--- src/logic/qdb_pkg.sv ---
/*
  qdb_pkg: constants and carrier types shared by the burst-of-4 DDR static memory
  controller. Assumes the controller runs on one 50 MHz clock and makes the memory's
  input clock pair by dividing it by four.
*/
package qdb_pkg;
  // ----------------------------------------------------------------
  // organisation
  // ----------------------------------------------------------------
  localparam int DATA_W_X36 = 36;
  localparam int ADDR_W_X36 = 19;
  localparam int ADDR_W_X18 = 20;
  localparam int BURST_LEN = 4;
  localparam int BYTE_W = 9;
  // ----------------------------------------------------------------
  // timing: the link clock period is four system clock cycles
  // ----------------------------------------------------------------
  localparam int SYS_CLK_NS = 20;
  localparam int LINK_CLK_NS = 80;
  localparam int LINK_DIV = LINK_CLK_NS / SYS_CLK_NS;
  localparam logic [1:0] PH_KRISE = 2'h0;
  localparam logic [1:0] PH_MID_A = 2'h1;
  localparam logic [1:0] PH_KFALL = 2'h2;
  localparam logic [1:0] PH_MID_B = 2'h3;
  // ----------------------------------------------------------------
  // register map
  // ----------------------------------------------------------------
  localparam logic [7:0] OFS_CTRL = 8'h00;
  localparam logic [7:0] OFS_STATUS = 8'h04;
  localparam logic [7:0] OFS_WADDR = 8'h08;
  localparam logic [7:0] OFS_RADDR = 8'h0c;
  localparam logic [7:0] OFS_BWEN = 8'h10;
  localparam logic [7:0] OFS_WBUF = 8'h20;
  localparam logic [7:0] OFS_RBUF = 8'h40;
  localparam int CTRL_DLL_ON = 0;
  localparam int CTRL_WR_GO = 1;
  localparam int CTRL_RD_GO = 2;
  localparam logic CTRL_DLL_ON_RST = 1'b1;
  localparam int STAT_WR_BUSY = 0;
  localparam int STAT_RD_BUSY = 1;
  localparam int STAT_RD_DONE = 2;
  localparam logic [15:0] BWEN_RST = 16'hffff;
  // ----------------------------------------------------------------
  // types
  // ----------------------------------------------------------------
  typedef enum logic [2:0] {
    W_IDLE = 3'b001,
    W_PEND = 3'b010,
    W_XFER = 3'b100
  } qdb_wr_e;
  typedef enum logic [2:0] {
    R_IDLE = 3'b001,
    R_PEND = 3'b010,
    R_WAIT = 3'b100
  } qdb_rd_e;
  typedef struct packed {
    logic [7:0] addr;
    logic [31:0] wdata;
    logic wr;
    logic rd;
  } qdb_bus_s;
endpackage

--- src/logic/qdb_sram_ctrl.sv ---
/*
  qdb_sram_ctrl: host-side controller for a separate-I/O burst-of-4 DDR static memory.
  Software loads address, byte enables and four beats, then starts a write or a read
  through a small register port. Assumes the memory's echo strobes, valid flag and
  read bus arrive asynchronously and are sampled here; the input clock pair is made
  here at a quarter of sys_clk.
*/
// Implementation choices: the address-and-strobe port and the placing of the registers.
// How it works
// data, byte-enable, address widths follow organisation
// read and write paths run concurrently
// every transfer is exactly four beats
// device starts on rising positive strobe
// reads and writes use alternating rising edges
// address and selects valid around rising edge
// beat 1 and 3 enables on positive rise
// beat 1 and 3 data on positive rise
// beat 2 and 4 on complementary rise
// byte enables travel with each beat
// first write beat one cycle after command
// later beats alternate across both strobe phases
// a write takes two clock cycles
// read beats 1,3 after 2.0 cycles
// read beats 2,4 on complementary edges
// a read takes two cycles of data
// echo strobes mark read data edges
// write select low starts a write
// read select low starts a read
// valid flag marks good read data
// DLL bypass pin selects short latency
// no select means no operation
`timescale 1ns/1ps
`default_nettype none
module qdb_sram_ctrl #(
  parameter int DATA_W = qdb_pkg::DATA_W_X36,
  parameter int ADDR_W = (DATA_W == qdb_pkg::DATA_W_X36) ? qdb_pkg::ADDR_W_X36
                                                         : qdb_pkg::ADDR_W_X18,
  parameter int BW_W = DATA_W / qdb_pkg::BYTE_W
) (
  input wire logic sys_clk,
  input wire logic sys_rst,
  input wire qdb_pkg::qdb_bus_s bus_req,
  output logic [31:0] bus_rdata,
  output logic in_clk_p,
  output logic in_clk_n,
  output logic [ADDR_W-1:0] mem_addr_in,
  output logic write_sel_n,
  output logic read_sel_n,
  output logic [BW_W-1:0] byte_write_en_n,
  output logic [DATA_W-1:0] write_input_bus,
  output logic dll_bypass_n,
  input wire logic echo_strobe_p,
  input wire logic echo_strobe_n,
  input wire logic out_valid_flag,
  input wire logic [DATA_W-1:0] read_output_bus
);
  // ----------------------------------------------------------------
  // state
  // ----------------------------------------------------------------
  typedef struct packed {
    logic [1:0] ph;
    logic slot;
    logic k;
    logic kn;
    qdb_pkg::qdb_wr_e ws;
    logic [2:0] wh;
    qdb_pkg::qdb_rd_e rs;
    logic [1:0] rb;
    logic cap;
    logic done;
    logic dll_on;
    logic [ADDR_W-1:0] waddr;
    logic [ADDR_W-1:0] raddr;
    logic [15:0] bwen;
    logic [3:0][DATA_W-1:0] wbuf;
    logic [3:0][DATA_W-1:0] rbuf;
    logic [ADDR_W-1:0] addr_o;
    logic wsel_n;
    logic rsel_n;
    logic [BW_W-1:0] bw_n;
    logic [DATA_W-1:0] d_o;
    logic ep1;
    logic ep2;
    logic ep3;
    logic en1;
    logic en2;
    logic en3;
    logic vl1;
    logic vl2;
    logic [DATA_W-1:0] rq1;
    logic [DATA_W-1:0] rq2;
    logic [31:0] rdata;
  } qdb_st_s;

  qdb_st_s st_q;
  qdb_st_s st_d;

  // ----------------------------------------------------------------
  // helpers: one beat is seen by software as a low and a high word
  // ----------------------------------------------------------------
  function automatic logic [DATA_W-1:0] put_half(input logic [DATA_W-1:0] old,
                                                 input logic hi, input logic [31:0] v);
    logic [63:0] t;
    t = 64'(old);
    if (hi) begin
      t[63:32] = v;
    end else begin
      t[31:0] = v;
    end
    return t[DATA_W-1:0];
  endfunction

  function automatic logic [31:0] get_half(input logic [DATA_W-1:0] x, input logic hi);
    logic [63:0] t;
    t = 64'(x);
    return hi ? t[63:32] : t[31:0];
  endfunction

  function automatic logic [BW_W-1:0] beat_en(input logic [15:0] bw, input logic [1:0] b);
    logic [15:0] t;
    t = bw >> (4 * b);
    return t[BW_W-1:0];
  endfunction

  // the beat counter, read before it steps, runs one ahead of the beat it sends
  function automatic logic [1:0] beat_of(input logic [2:0] cnt);
    return cnt[1:0] - 2'h1;
  endfunction

  // ----------------------------------------------------------------
  // next state
  // ----------------------------------------------------------------
  logic [1:0] ph_n;
  logic tick_a;
  logic tick_b;
  logic [1:0] beat;
  logic ep_rise;
  logic en_rise;

  always_comb begin
    st_d = st_q;
    ph_n = st_q.ph + 2'h1;
    tick_a = (ph_n == qdb_pkg::PH_MID_B);
    tick_b = (ph_n == qdb_pkg::PH_MID_A);
    beat = beat_of(st_q.wh);
    ep_rise = st_q.ep2 & ~st_q.ep3;
    en_rise = st_q.en2 & ~st_q.en3;

    // link clock pair: high in the first half, so rising edge at phase 0
    st_d.ph = ph_n;
    st_d.k = (ph_n == qdb_pkg::PH_KRISE) || (ph_n == qdb_pkg::PH_MID_A);
    st_d.kn = ~st_d.k;

    // input synchronisers
    // stage three only feeds the edge detectors; stage one feeds stage two alone
    st_d.ep1 = echo_strobe_p;
    st_d.ep2 = st_q.ep1;
    st_d.ep3 = st_q.ep2;
    st_d.en1 = echo_strobe_n;
    st_d.en2 = st_q.en1;
    st_d.en3 = st_q.en2;
    st_d.vl1 = out_valid_flag;
    st_d.vl2 = st_q.vl1;
    st_d.rq1 = read_output_bus;
    st_d.rq2 = st_q.rq1;

    // ----------------------------------------------------------------
    // command slots: controls change mid-low so they straddle the rising edge
    // ----------------------------------------------------------------
    if (tick_a) begin
      // slot parity keeps writes on odd link cycles and reads on even ones
      st_d.slot = ~st_q.slot;
      st_d.wsel_n = 1'b1;
      st_d.rsel_n = 1'b1;
      if (st_q.ws == qdb_pkg::W_PEND && st_d.slot) begin
        st_d.wsel_n = 1'b0;
        st_d.addr_o = st_q.waddr;
        st_d.ws = qdb_pkg::W_XFER;
        st_d.wh = 3'h0;
      end
      if (st_q.rs == qdb_pkg::R_PEND && !st_d.slot) begin
        st_d.rsel_n = 1'b0;
        st_d.addr_o = st_q.raddr;
        st_d.rs = qdb_pkg::R_WAIT;
        st_d.rb = 2'h0;
      end
    end

    // ----------------------------------------------------------------
    // write beats: data and enables change at mid phase, sampled on either rise
    // ----------------------------------------------------------------
    if ((tick_a || tick_b) && !(tick_a && st_d.ws == qdb_pkg::W_XFER && st_q.ws != st_d.ws)) begin
      st_d.bw_n = '1;
      if (st_q.ws == qdb_pkg::W_XFER) begin
        st_d.wh = st_q.wh + 3'h1;
        // first beat goes out one link cycle after the command
        if (st_d.wh >= 3'h2) begin
          st_d.d_o = st_q.wbuf[beat];
          st_d.bw_n = ~beat_en(st_q.bwen, beat);
        end
        if (st_d.wh == 3'h5) begin
          st_d.ws = qdb_pkg::W_IDLE;
        end
      end
    end

    // ----------------------------------------------------------------
    // read capture: take the beat one cycle after the echo edge, mid-eye
    // ----------------------------------------------------------------
    // no latency count on purpose: the valid flag sets the latency, so both modes share
    // this path; a memory that never answers leaves the read busy
    st_d.cap = (ep_rise | en_rise) & st_q.vl2 & (st_q.rs == qdb_pkg::R_WAIT);
    if (st_q.cap && st_q.rs == qdb_pkg::R_WAIT) begin
      st_d.rbuf[st_q.rb] = st_q.rq2;
      st_d.rb = st_q.rb + 2'h1;
      if (st_q.rb == 2'h3) begin
        st_d.rs = qdb_pkg::R_IDLE;
        st_d.done = 1'b1;
      end
    end

    // ----------------------------------------------------------------
    // register port
    // ----------------------------------------------------------------
    // buffers, enables and addresses are not latched at start: software must leave
    // them alone while the matching busy bit is set
    st_d.rdata = 32'h0;
    if (bus_req.wr) begin
      if (bus_req.addr == qdb_pkg::OFS_CTRL) begin
        st_d.dll_on = bus_req.wdata[qdb_pkg::CTRL_DLL_ON];
        if (bus_req.wdata[qdb_pkg::CTRL_WR_GO] && st_q.ws == qdb_pkg::W_IDLE) begin
          st_d.ws = qdb_pkg::W_PEND;
        end
        if (bus_req.wdata[qdb_pkg::CTRL_RD_GO] && st_q.rs == qdb_pkg::R_IDLE) begin
          st_d.rs = qdb_pkg::R_PEND;
          st_d.done = 1'b0;
        end
      end else if (bus_req.addr == qdb_pkg::OFS_WADDR) begin
        st_d.waddr = bus_req.wdata[ADDR_W-1:0];
      end else if (bus_req.addr == qdb_pkg::OFS_RADDR) begin
        st_d.raddr = bus_req.wdata[ADDR_W-1:0];
      end else if (bus_req.addr == qdb_pkg::OFS_BWEN) begin
        st_d.bwen = bus_req.wdata[15:0];
      end else if (bus_req.addr[7:5] == qdb_pkg::OFS_WBUF[7:5] && bus_req.addr[1:0] == 2'h0) begin
        st_d.wbuf[bus_req.addr[4:3]] = put_half(st_q.wbuf[bus_req.addr[4:3]],
                                                bus_req.addr[2], bus_req.wdata);
      end
    end
    if (bus_req.rd) begin
      if (bus_req.addr == qdb_pkg::OFS_CTRL) begin
        st_d.rdata[qdb_pkg::CTRL_DLL_ON] = st_q.dll_on;
      end else if (bus_req.addr == qdb_pkg::OFS_STATUS) begin
        st_d.rdata[qdb_pkg::STAT_WR_BUSY] = (st_q.ws != qdb_pkg::W_IDLE);
        st_d.rdata[qdb_pkg::STAT_RD_BUSY] = (st_q.rs != qdb_pkg::R_IDLE);
        st_d.rdata[qdb_pkg::STAT_RD_DONE] = st_q.done;
      end else if (bus_req.addr == qdb_pkg::OFS_WADDR) begin
        st_d.rdata = 32'(st_q.waddr);
      end else if (bus_req.addr == qdb_pkg::OFS_RADDR) begin
        st_d.rdata = 32'(st_q.raddr);
      end else if (bus_req.addr == qdb_pkg::OFS_BWEN) begin
        st_d.rdata = {16'h0, st_q.bwen};
      end else if (bus_req.addr[7:5] == qdb_pkg::OFS_WBUF[7:5] && bus_req.addr[1:0] == 2'h0) begin
        st_d.rdata = get_half(st_q.wbuf[bus_req.addr[4:3]], bus_req.addr[2]);
      end else if (bus_req.addr[7:5] == qdb_pkg::OFS_RBUF[7:5] && bus_req.addr[1:0] == 2'h0) begin
        st_d.rdata = get_half(st_q.rbuf[bus_req.addr[4:3]], bus_req.addr[2]);
      end
    end
  end

  // ----------------------------------------------------------------
  // registers
  // ----------------------------------------------------------------
  always_ff @(posedge sys_clk) begin
    if (sys_rst) begin
      st_q <= '0;
      // the pair parks with in_clk_p low, so its first rise is two edges after release
      st_q.ph <= qdb_pkg::PH_KFALL;
      st_q.kn <= 1'b1;
      st_q.ws <= qdb_pkg::W_IDLE;
      st_q.rs <= qdb_pkg::R_IDLE;
      st_q.dll_on <= qdb_pkg::CTRL_DLL_ON_RST;
      st_q.bwen <= qdb_pkg::BWEN_RST;
      st_q.wsel_n <= 1'b1;
      st_q.rsel_n <= 1'b1;
      st_q.bw_n <= '1;
    end else begin
      st_q <= st_d;
    end
  end

  // ----------------------------------------------------------------
  // outputs, all from flip-flops
  // ----------------------------------------------------------------
  assign bus_rdata = st_q.rdata;
  assign in_clk_p = st_q.k;
  assign in_clk_n = st_q.kn;
  assign mem_addr_in = st_q.addr_o;
  assign write_sel_n = st_q.wsel_n;
  assign read_sel_n = st_q.rsel_n;
  assign byte_write_en_n = st_q.bw_n;
  assign write_input_bus = st_q.d_o;
  // low bypasses the device's DLL and shortens its read latency
  assign dll_bypass_n = st_q.dll_on;
endmodule
`default_nettype wire
--- config.mk ---
export PLATFORM = sky130hd
export DESIGN_NAME = qdb_sram_ctrl
export DESIGN_NICKNAME = d
export VERILOG_FILES = /design/src/logic/qdb_pkg.sv /design/src/logic/qdb_sram_ctrl.sv
export SDC_FILE = /design/constraint.sdc
export NUM_CORES = 1
export LEC_CHECK = 0
export ABC_AREA = 1
export BUFFER_PORTS_ARGS = -buffer_cell sky130_fd_sc_hd__buf_4
export CAP_MARGIN = 10
export CORE_MARGIN = 5
export CORE_UTILIZATION = 65
export CTS_CLUSTER_DIAMETER = 30
export DETAILED_ROUTE_END_ITERATION = 8
export PLACE_DENSITY = 0.87
export SYNTH_ARGS = -nofsm -noshare
export SYNTH_HDL_FRONTEND = slang
export SYNTH_SLANG_ARGS = --single-unit
--- constraint.sdc ---
create_clock -name sys_clk -period 3.9 [get_ports sys_clk]
set_clock_uncertainty 0.05 [all_clocks]
set_input_delay 0.195 -clock sys_clk [delete_from_list [all_inputs] [get_ports sys_clk]]
set_output_delay 0.195 -clock sys_clk [all_outputs]
set_load 0.005 [all_outputs]
# Word-level counts from Yosys, hierarchy flattened
# Cells that the tools add are included.
# word_totals
ram_bits	0
output_inout_bits	96
inputBits	83
wordCells	187
latch_bits	0
register_bits	534
mem_bits_ro	0
memories	0
# op_classes
add_sub_neg	4
n_bitwise	15
reduce_logical	33
n_eq_ne	20
div_mod_pow	0
n_mux	67
multipliers	0
shift	1
order_cmp	6
# ops
cell	count
2-to-1 mux 32 bit	11
bitwise mux 144 bit	2
2-to-1 mux 144 bit	2
binary-select mux 36 bit (select 2 bit)	3
2-to-1 mux 200 bit	1
2-to-1 mux 198 bit	1
2-to-1 mux 36 bit	5
2-to-1 mux 179 bit	1
2-to-1 mux 160 bit	1
demux 36 bit (select 2 bit)	2
2-to-1 mux 19 bit	6
2-to-1 mux 40 bit	2
2-to-1 mux 4 bit	7
2-to-1 mux 3 bit	9
2-to-1 mux 20 bit	1
2-to-1 mux 6 bit	3
== test 8 x 4 -> 1 bit, second input constant	2
2-to-1 mux 16 bit	1
right shift 16 x 4 -> 4 bit	1
== test 3 bit, second input constant	4
logical AND 1 bit	12
2-to-1 mux 11 bit	1
2-to-1 mux 5 bit	2
== test 3 x 1 -> 1 bit, second input constant	3
33 further kinds	63

# Longest topological paths before layout
# Gate-level depths: netlist (run 1).
# depth
word_depth	16
mapped_depth	14
mapped_depth_nobuf	11

# Worst setup path before layout (run 1)
# Ideal clock, no wire load.
# synth_timing
kind	register to register
startpoint	register st_q[523] in the netlist's numbering
endpoint	register st_q, in the netlist write_input_bus[25]
arrival_time_ns	2.271
t_required_ns	3.718
path_slack_ns	1.446
stages_incl_launch_ff	12
n_path_buf	5
period_less_slack_ns	2.454
setup_ns	0.132
cell_sequence	dfxtp_1 -> clkbuf_1 -> inv_1 -> clkbuf_1 -> clkbuf_1 -> ha_1 -> nor3_1 -> inv_1 -> buf_2 -> buf_1 -> nand3_1 -> a21oi_1
# synth_between
elab_chain_len	3
word_cells_on_any_way	6
cone_classes	add/sub: 2; order compare: 1; mux: 2; reduce/logical: 1
# synth_lines
element	line_no	rtl
start: declaration	qdb_sram_ctrl.sv:95	qdb_st_s st_q;
start signal: assignment	qdb_sram_ctrl.sv:287	st_q <= st_d;
adder 3 x 1 -> 3 bit / subtractor 2 x 1 -> 2 bit (equally long branches)	qdb_sram_ctrl.sv:195, qdb_sram_ctrl.sv:127	
greater-or-equal comparator 3 x 2 -> 1 bit / binary-select mux 36 bit (select 2 bit) (equally long branches)	qdb_sram_ctrl.sv:197, qdb_sram_ctrl.sv:198	
AND reduction 3 bit (no source line) / 2-to-1 mux 36 bit (equally long branches)	-	
# Several ways; a longest one is shown, not always the timed one. The select of a mux whose other input is x is not followed.
# A chain may end at the register's enable or synchronous reset.

# Worst setup path after layout (run 1)
# layout_timing
startpoint	register st_q[523] in the netlist's numbering
endpoint	register st_q, in the netlist write_input_bus[35]
# Same word-level chain as after synthesis.

==> results of run 1 <==
[Yosys cell counts (54+ instances only)]
cell / n
dfxtp_1: 533
nand2_1: 512
nor2_1: 435
a21oi_1: 256
nand3_1: 242
o21ai_0: 233
inv_1: 193
clkbuf_1: 144
a211oi_1: 130
buf_4: 94
buf_2: 56
o22ai_1: 54
[metrics by stage]
stage	power (mW)	utilization [%]	hold WS, ps	cell area (um2)
detailed placement	6.13	67.8	342	23500
CTS	14.8	79.7	64.2	27600
floorplan	5.93	-	252	22900
global placement	6.12	67.8	340	23500
finish	14.8	79.7	59.7	27600
global route	15.1	79.7	117	27600
[sequential cells by signal, summed over array words and instances, names as in the netlist]
register         flops
dll_bypass_n         1
write_input_bus     36
read_sel_n           1
write_sel_n          1
st_q               397
in_clk_p             1
byte_write_en_n      4
mem_addr_in         19
bus_rdata           32
st_d                41
[layout make-up]
type	count	area (um2)	area share [%]
Inverter	202	762	2.76
Multi-Input combinational cell	2028	9800	35.5
Timing Repair Buffer	286	2400	8.68
Antenna cell	3	7.51	0.0272
Clock inverter	71	873	3.16
Sequential cell	533	10700	38.6
Clock buffer	108	2530	9.16
Tap cell	455	569	2.06
[power groups by stage]
stage                     Combinational (mW)  Sequential, mW  Clock [mW]
after detailed placement               0.477            5.65           0
final                                  0.562            5.55        8.68
after global routing                   0.594            5.55        8.98
after global placement                 0.470            5.65           0
after floorplan                        0.291            5.64           0
after CTS                              0.541            5.55        8.67
[layer usage]
| metal | share of wire, % | routed length (um) | vias to the layer above | global-route usage (%) |
|---|---|---|---|---|
| li1 | - | - | 10400 | - |
| met1 | 36 | 25900 | 10500 | 43.3 |
| met2 | 46 | 33300 | 1771 | 57.0 |
| met3 | 12 | 8720 | 379 | 8.75 |
| met4 | 5.4 | 3870 | 4 | 17.8 |
| met5 | 0.046 | 33 | - | 0 |
[logic make-up (layout without fill, tap and decap cells)]
kind of cell             Yosys count  in the layout  share of synthesized area (%)
multiplexers                      12             12                          0.526
XOR/XNOR                           1              1                         0.0383
other                              0              3                              0
adder cells (fa/ha/maj)            9              9                          0.493
AND/OR/NAND/NOR                 1253           1253                           22.7
buffers and inverters            518            667                           10.6
flip-flops                       533            533                           46.7
AO/OA/AOI/OAI                    753            753                           18.9
[placed cells by master (no fill, tap or decap), types with 36 or more instances in the layout]
cell type	netlist	layout
a211oi_1	130	130
a21oi_1	256	256
a22oi_1	45	45
buf_4	94	208
clkbuf_16	0	98
dfxtp_1	533	532
dlygate4sd3_1	0	72
inv_1	193	190
nand2_1	512	512
nand3_1	242	242
nand4_1	36	36
nor2_1	435	432
o21ai_0	233	233
o22ai_1	54	54
[how the worst max path moves through the flow]
| stage | from | end | slack (ps) | depth (start not counted) |
|---|---|---|---|---|
| 4_1_cts | st_q[523] | write_input_bus[35] | 980 | 9 |
| 5_1_grt | st_q[523] | write_input_bus[35] | 730 | 9 |
| 6_report | st_q[523] | write_input_bus[35] | 880 | 9 |
| 2_1_floorplan | st_q[523] | write_input_bus[25] | 1450 | 11 |
| 3_3_place_gp | bus_req[36] | st_q[493] | 1080 | 8 |
| 3_5_place_dp | bus_req[36] | st_q[488] | 960 | 8 |
[worst max-delay path, stage by stage (launching register included)]
cell and delay, ps:
dfxtp_2 330, buf_4 710, ha_1 290, xor2_1 230
nor3_1 140, inv_1 160, buf_4 440, nand2_8 230
nand2_1 160, a21oi_1 70
==> impl_metrics.env, run 1 <==
export IMPL_status="finished, final reports clean"
export IMPL_place_inst=3432
export IMPL_critical_path_class="reg2reg"
export IMPL_rr_startpoint="st_q[523]"
export IMPL_internal_power_mw=11.4
export IMPL_min_period_over_period_pct=77.5
export IMPL_clockBufferDepth=3
export IMPL_grt_pass1_vias=21900
export IMPL_fmax_ghz=0.331
export IMPL_die_area_mm2=0.0390
export IMPL_setup_tns_ps=0
export IMPL_ys_warn_count=0
export IMPL_numCtsBuffers=97
export IMPL_hold_path_end="st_q[528]"
export IMPL_vias=23100
export IMPL_drt_iter0_markers=3632
export IMPL_hpwl_mm=40.2
export IMPL_area_growth_pct=20.8
export IMPL_async_flop_share_pct=0
export IMPL_drt_total_wl_mm=71.8
export IMPL_start_kind="register"
export IMPL_p_sw_share_pct=22.8
export IMPL_h_tree_depth=3
export IMPL_r2r_cells=9
export IMPL_hold_buffers=72
export IMPL_synth_nets=3171
export IMPL_maxSlewHeadroom_pct=17.1
export IMPL_crit_path_end_kind="register"
export IMPL_dieWidth_um=198
export IMPL_synth_seq_area_share_pct=46.7
export IMPL_cts_root_buf="clkbuf_16"
export IMPL_peakVddDrop_mv=0.455
export IMPL_drive_above_1_share_pct=13.1
export IMPL_arrival_ps=3390
export IMPL_globalplace_congestion=0.941
export IMPL_n_fill_cell=2185
export IMPL_clockPowerShare_pct=58.7
export IMPL_power_switching_mw=3.37
export IMPL_synth_cell_types=38
export IMPL_r2r_end="write_input_bus[35]"
export IMPL_rsz0062_at_grt="false"
export IMPL_pin_count=179
export IMPL_ys_top_cells_by_area="dfxtp_1, nand2_1, nor2_1, a21oi_1, nand3_1"
export IMPL_seqPwrFrac_pct=37.5
export IMPL_cts_tree="done"
export IMPL_grtUsageTotal_pct=35.0
export IMPL_dp_slack_ps=961
export IMPL_synth_cells=3079
export IMPL_fin_nets=3240
export IMPL_grt_max_degree=191
export IMPL_syn_area_mm2=0.0229
export IMPL_port_buffers=178
export IMPL_first_pass_iters=7
export IMPL_holdCritStartpoint="sys_rst"
export IMPL_wl_per_cell_um=19.5
export IMPL_viasPerCell=6.25
export IMPL_layout_setup_ws_ps=876
export IMPL_ys_ff_latch=533
export IMPL_ant_nets=0
export IMPL_finalHoldViolCount=0
export IMPL_period_minus_slack_ps=3020
export IMPL_cts_resized=0
export IMPL_cp_required_ps=4270
export IMPL_cap_viol_max_count=0
export IMPL_clk_latency_ps=610
export IMPL_stdcell_count=3686
export IMPL_hold_path_class="in2reg"
export IMPL_grt_pass1_wl_mm=112
export IMPL_p_leak_nw=10.9
export IMPL_combPwrFrac_pct=3.8
export IMPL_p_per_area_mw_per_mm2=536
export IMPL_rows=68
export IMPL_core_area_mm2=0.0346
export IMPL_clkSlewWorstSetupHoldPaths_ps=50
export IMPL_die_y_um=198
export IMPL_r2r_setup_slack_ps=880
export IMPL_synth_edf_count=0
export IMPL_drv_slew=0
export IMPL_setup_viol=0
export IMPL_start_util_pct=66.0
export IMPL_syn_area_per_cell_um2=7.42
export IMPL_cts_num_sinks=533
export IMPL_worst_pin_slew_ps=1240
export IMPL_yosysTopAreaCell="dfxtp_1"
export IMPL_post_cts_setup_buffers=0
export IMPL_hold_depth=2
export IMPL_yosysTopAreaCellShare_pct=46.7
export IMPL_antenna_found_initial=2
export IMPL_path_max_fanout=81
export IMPL_drc=0
export IMPL_synth_flop_cell="dfxtp_1"
export IMPL_overflow=0
No activity file was read; power rests on OpenSTA's default activity.
==> run 2, diff against run 1 <==
- CORE_UTILIZATION: 65 -> 54
- PLACE_DENSITY: 0.87 -> 0.78
- clock period: 3.9 -> 2.7 ns (I/O delays scaled with it)
==> run 2 against run 1 <==
Die area rose by 19%. First-iteration DRC count is 34% lower. Global-route usage decreased by 6.4 points. Critical path type unchanged.
==> impl_metrics.env, run 2 (same netlist as run 1, synthesis figures left out) <==
export IMPL_status="finished, final reports clean"
export IMPL_postPlaceCellArea_mm2=0.0239
export IMPL_min_period_over_period_pct=90.6
export IMPL_clkSlewWorstSetupHoldPaths_ps=50
export IMPL_layout_common_cells="dfxtp_1, nand2_1, nor2_1"
export IMPL_vias=22000
export IMPL_die_area_mm2=0.0465
export IMPL_setup_viol=0
export IMPL_first_pass_iters=5
export IMPL_rsz0062_at_grt="false"
export IMPL_globalplace_congestion=0.927
export IMPL_drive_above_1_share_pct=13.8
export IMPL_place_inst=3539
export IMPL_hpwl_mm=42.5
export IMPL_ff_latch_area_mm2=0.0107
export IMPL_finalHoldViolCount=0
export IMPL_grtUsageTotal_pct=28.6
export IMPL_h_tree_depth=3
export IMPL_p_leak_nw=11.2
export IMPL_multi_input_area_mm2=0.00980
export IMPL_fmax_ghz=0.409
export IMPL_crit_path_end_kind="register"
export IMPL_viasPerCell=5.78
export IMPL_grt_max_degree=231
export IMPL_path_max_fanout=22
export IMPL_arrival_ps=2920
export IMPL_worst_pin_slew_ps=1090
export IMPL_cts_tree="done"
export IMPL_drt_total_wl_mm=69.3
export IMPL_wl_per_cell_um=18.2
export IMPL_numCtsBuffers=100
export IMPL_peakVddDrop_mv=0.483
export IMPL_clockBufferDepth=3
export IMPL_stdcell_count=3799
export IMPL_p_per_area_mw_per_mm2=769
export IMPL_fin_nets=3269
export IMPL_grt_pass1_wl_mm=110
export IMPL_antenna_found_initial=1
export IMPL_top_layer="met4"
export IMPL_rows=75
export IMPL_critical_path_class="reg2reg"
export IMPL_routed_wl_met2_mm=32.4
export IMPL_drt_met1_wl_mm=27.5
export IMPL_final_common_cell="dfxtp_1"
export IMPL_dieWidth_um=216
export IMPL_die_y_um=216
export IMPL_hold_path_class="in2reg"
export IMPL_drv_slew=0
export IMPL_cap_viol_max_count=0
export IMPL_maxSlewHeadroom_pct=27.2
export IMPL_area_growth_pct=23.5
export IMPL_largest_reg_flops=397
export IMPL_drc=0
export IMPL_setup_tns_ps=0
export IMPL_clk_latency_ps=610
export IMPL_pin_count=179
export IMPL_wl_met3_mm=6.72
export IMPL_cts_root_buf="clkbuf_16"
export IMPL_start_util_pct=54.5
export IMPL_start_kind="register"
export IMPL_drt_iter0_markers=2410
export IMPL_period_minus_slack_ps=2450
export IMPL_core_area_mm2=0.0419
export IMPL_cts_resized=0
export IMPL_final_area_mm2=0.0282
export IMPL_regMostFlops="st_q"
export IMPL_grt_pass1_vias=21200
export IMPL_n_fill_cell=3356
export IMPL_cp_required_ps=3180
export IMPL_post_cts_setup_buffers=0
export IMPL_cts_num_sinks=533
export IMPL_port_buffers=178
export IMPL_ant_nets=0
export IMPL_overflow=0
-- run 2: layout make-up --
cell class / count / area share [%]
Antenna cell: 1 / 0.00887
Clock buffer: 123 / 9.86
Clock inverter: 61 / 2.76
Inverter: 202 / 2.70
Multi-Input combinational cell: 2028 / 34.7
Sequential cell: 533 / 37.8
Tap cell: 539 / 2.39
Timing Repair Buffer: 312 / 9.74
-- run 2: worst max-delay path, stage by stage (launching register included) --
cell     delay (ps)
dfxtp_1         320
inv_1            60
ha_1            280
inv_1           170
o21ai_2         100
nand2_2         150
o21ai_4         150
nor2_4          490
buf_4           320
nand3_1         110
a21oi_1         160
-- run 2: metal layers --
layer / track usage [%] / vias up
met3: 6.10 / 191
li1: - / 10400
met1: 36.4 / 10200
met2: 46.8 / 1144
met5: 0 / -
met4: 12.7 / 0
-- run 2: timing repair --
item	CTS	global route
endpoints found under the hold margin	175	0
endpoints found under the setup margin	0	0
hold buffers	75	0
-- run 2: final timing paths --
kind | slack [ps] | to | depth (start not counted) | start
min | 110 | bus_rdata[0] | 4 | bus_req[37]
max | 250 | write_input_bus[29] | 10 | st_q[532]
max reg2reg | 250 | write_input_bus[29] | 10 | st_q[532]
min reg2reg | 350 | st_q[54] | 2 | st_d[54]
-- run 2: where the power goes --
part	internal [mW]	switching, mW
clock network	8.66	4.17
registers	7.97	0.0512
logic	0.305	0.535
-- run 2: per-stage QoR --
stage                     utilization, %  worst slack (ps)  power, mW  hold slack (ps)
after floorplan                        -               246       8.57              192
after global placement              57.0               464       8.89              286
after detailed placement            57.0               318       8.90              293
after CTS                           67.3               301       21.8             77.3
after global routing                67.3              63.1       22.3              101
final                               67.3               253       21.7              111
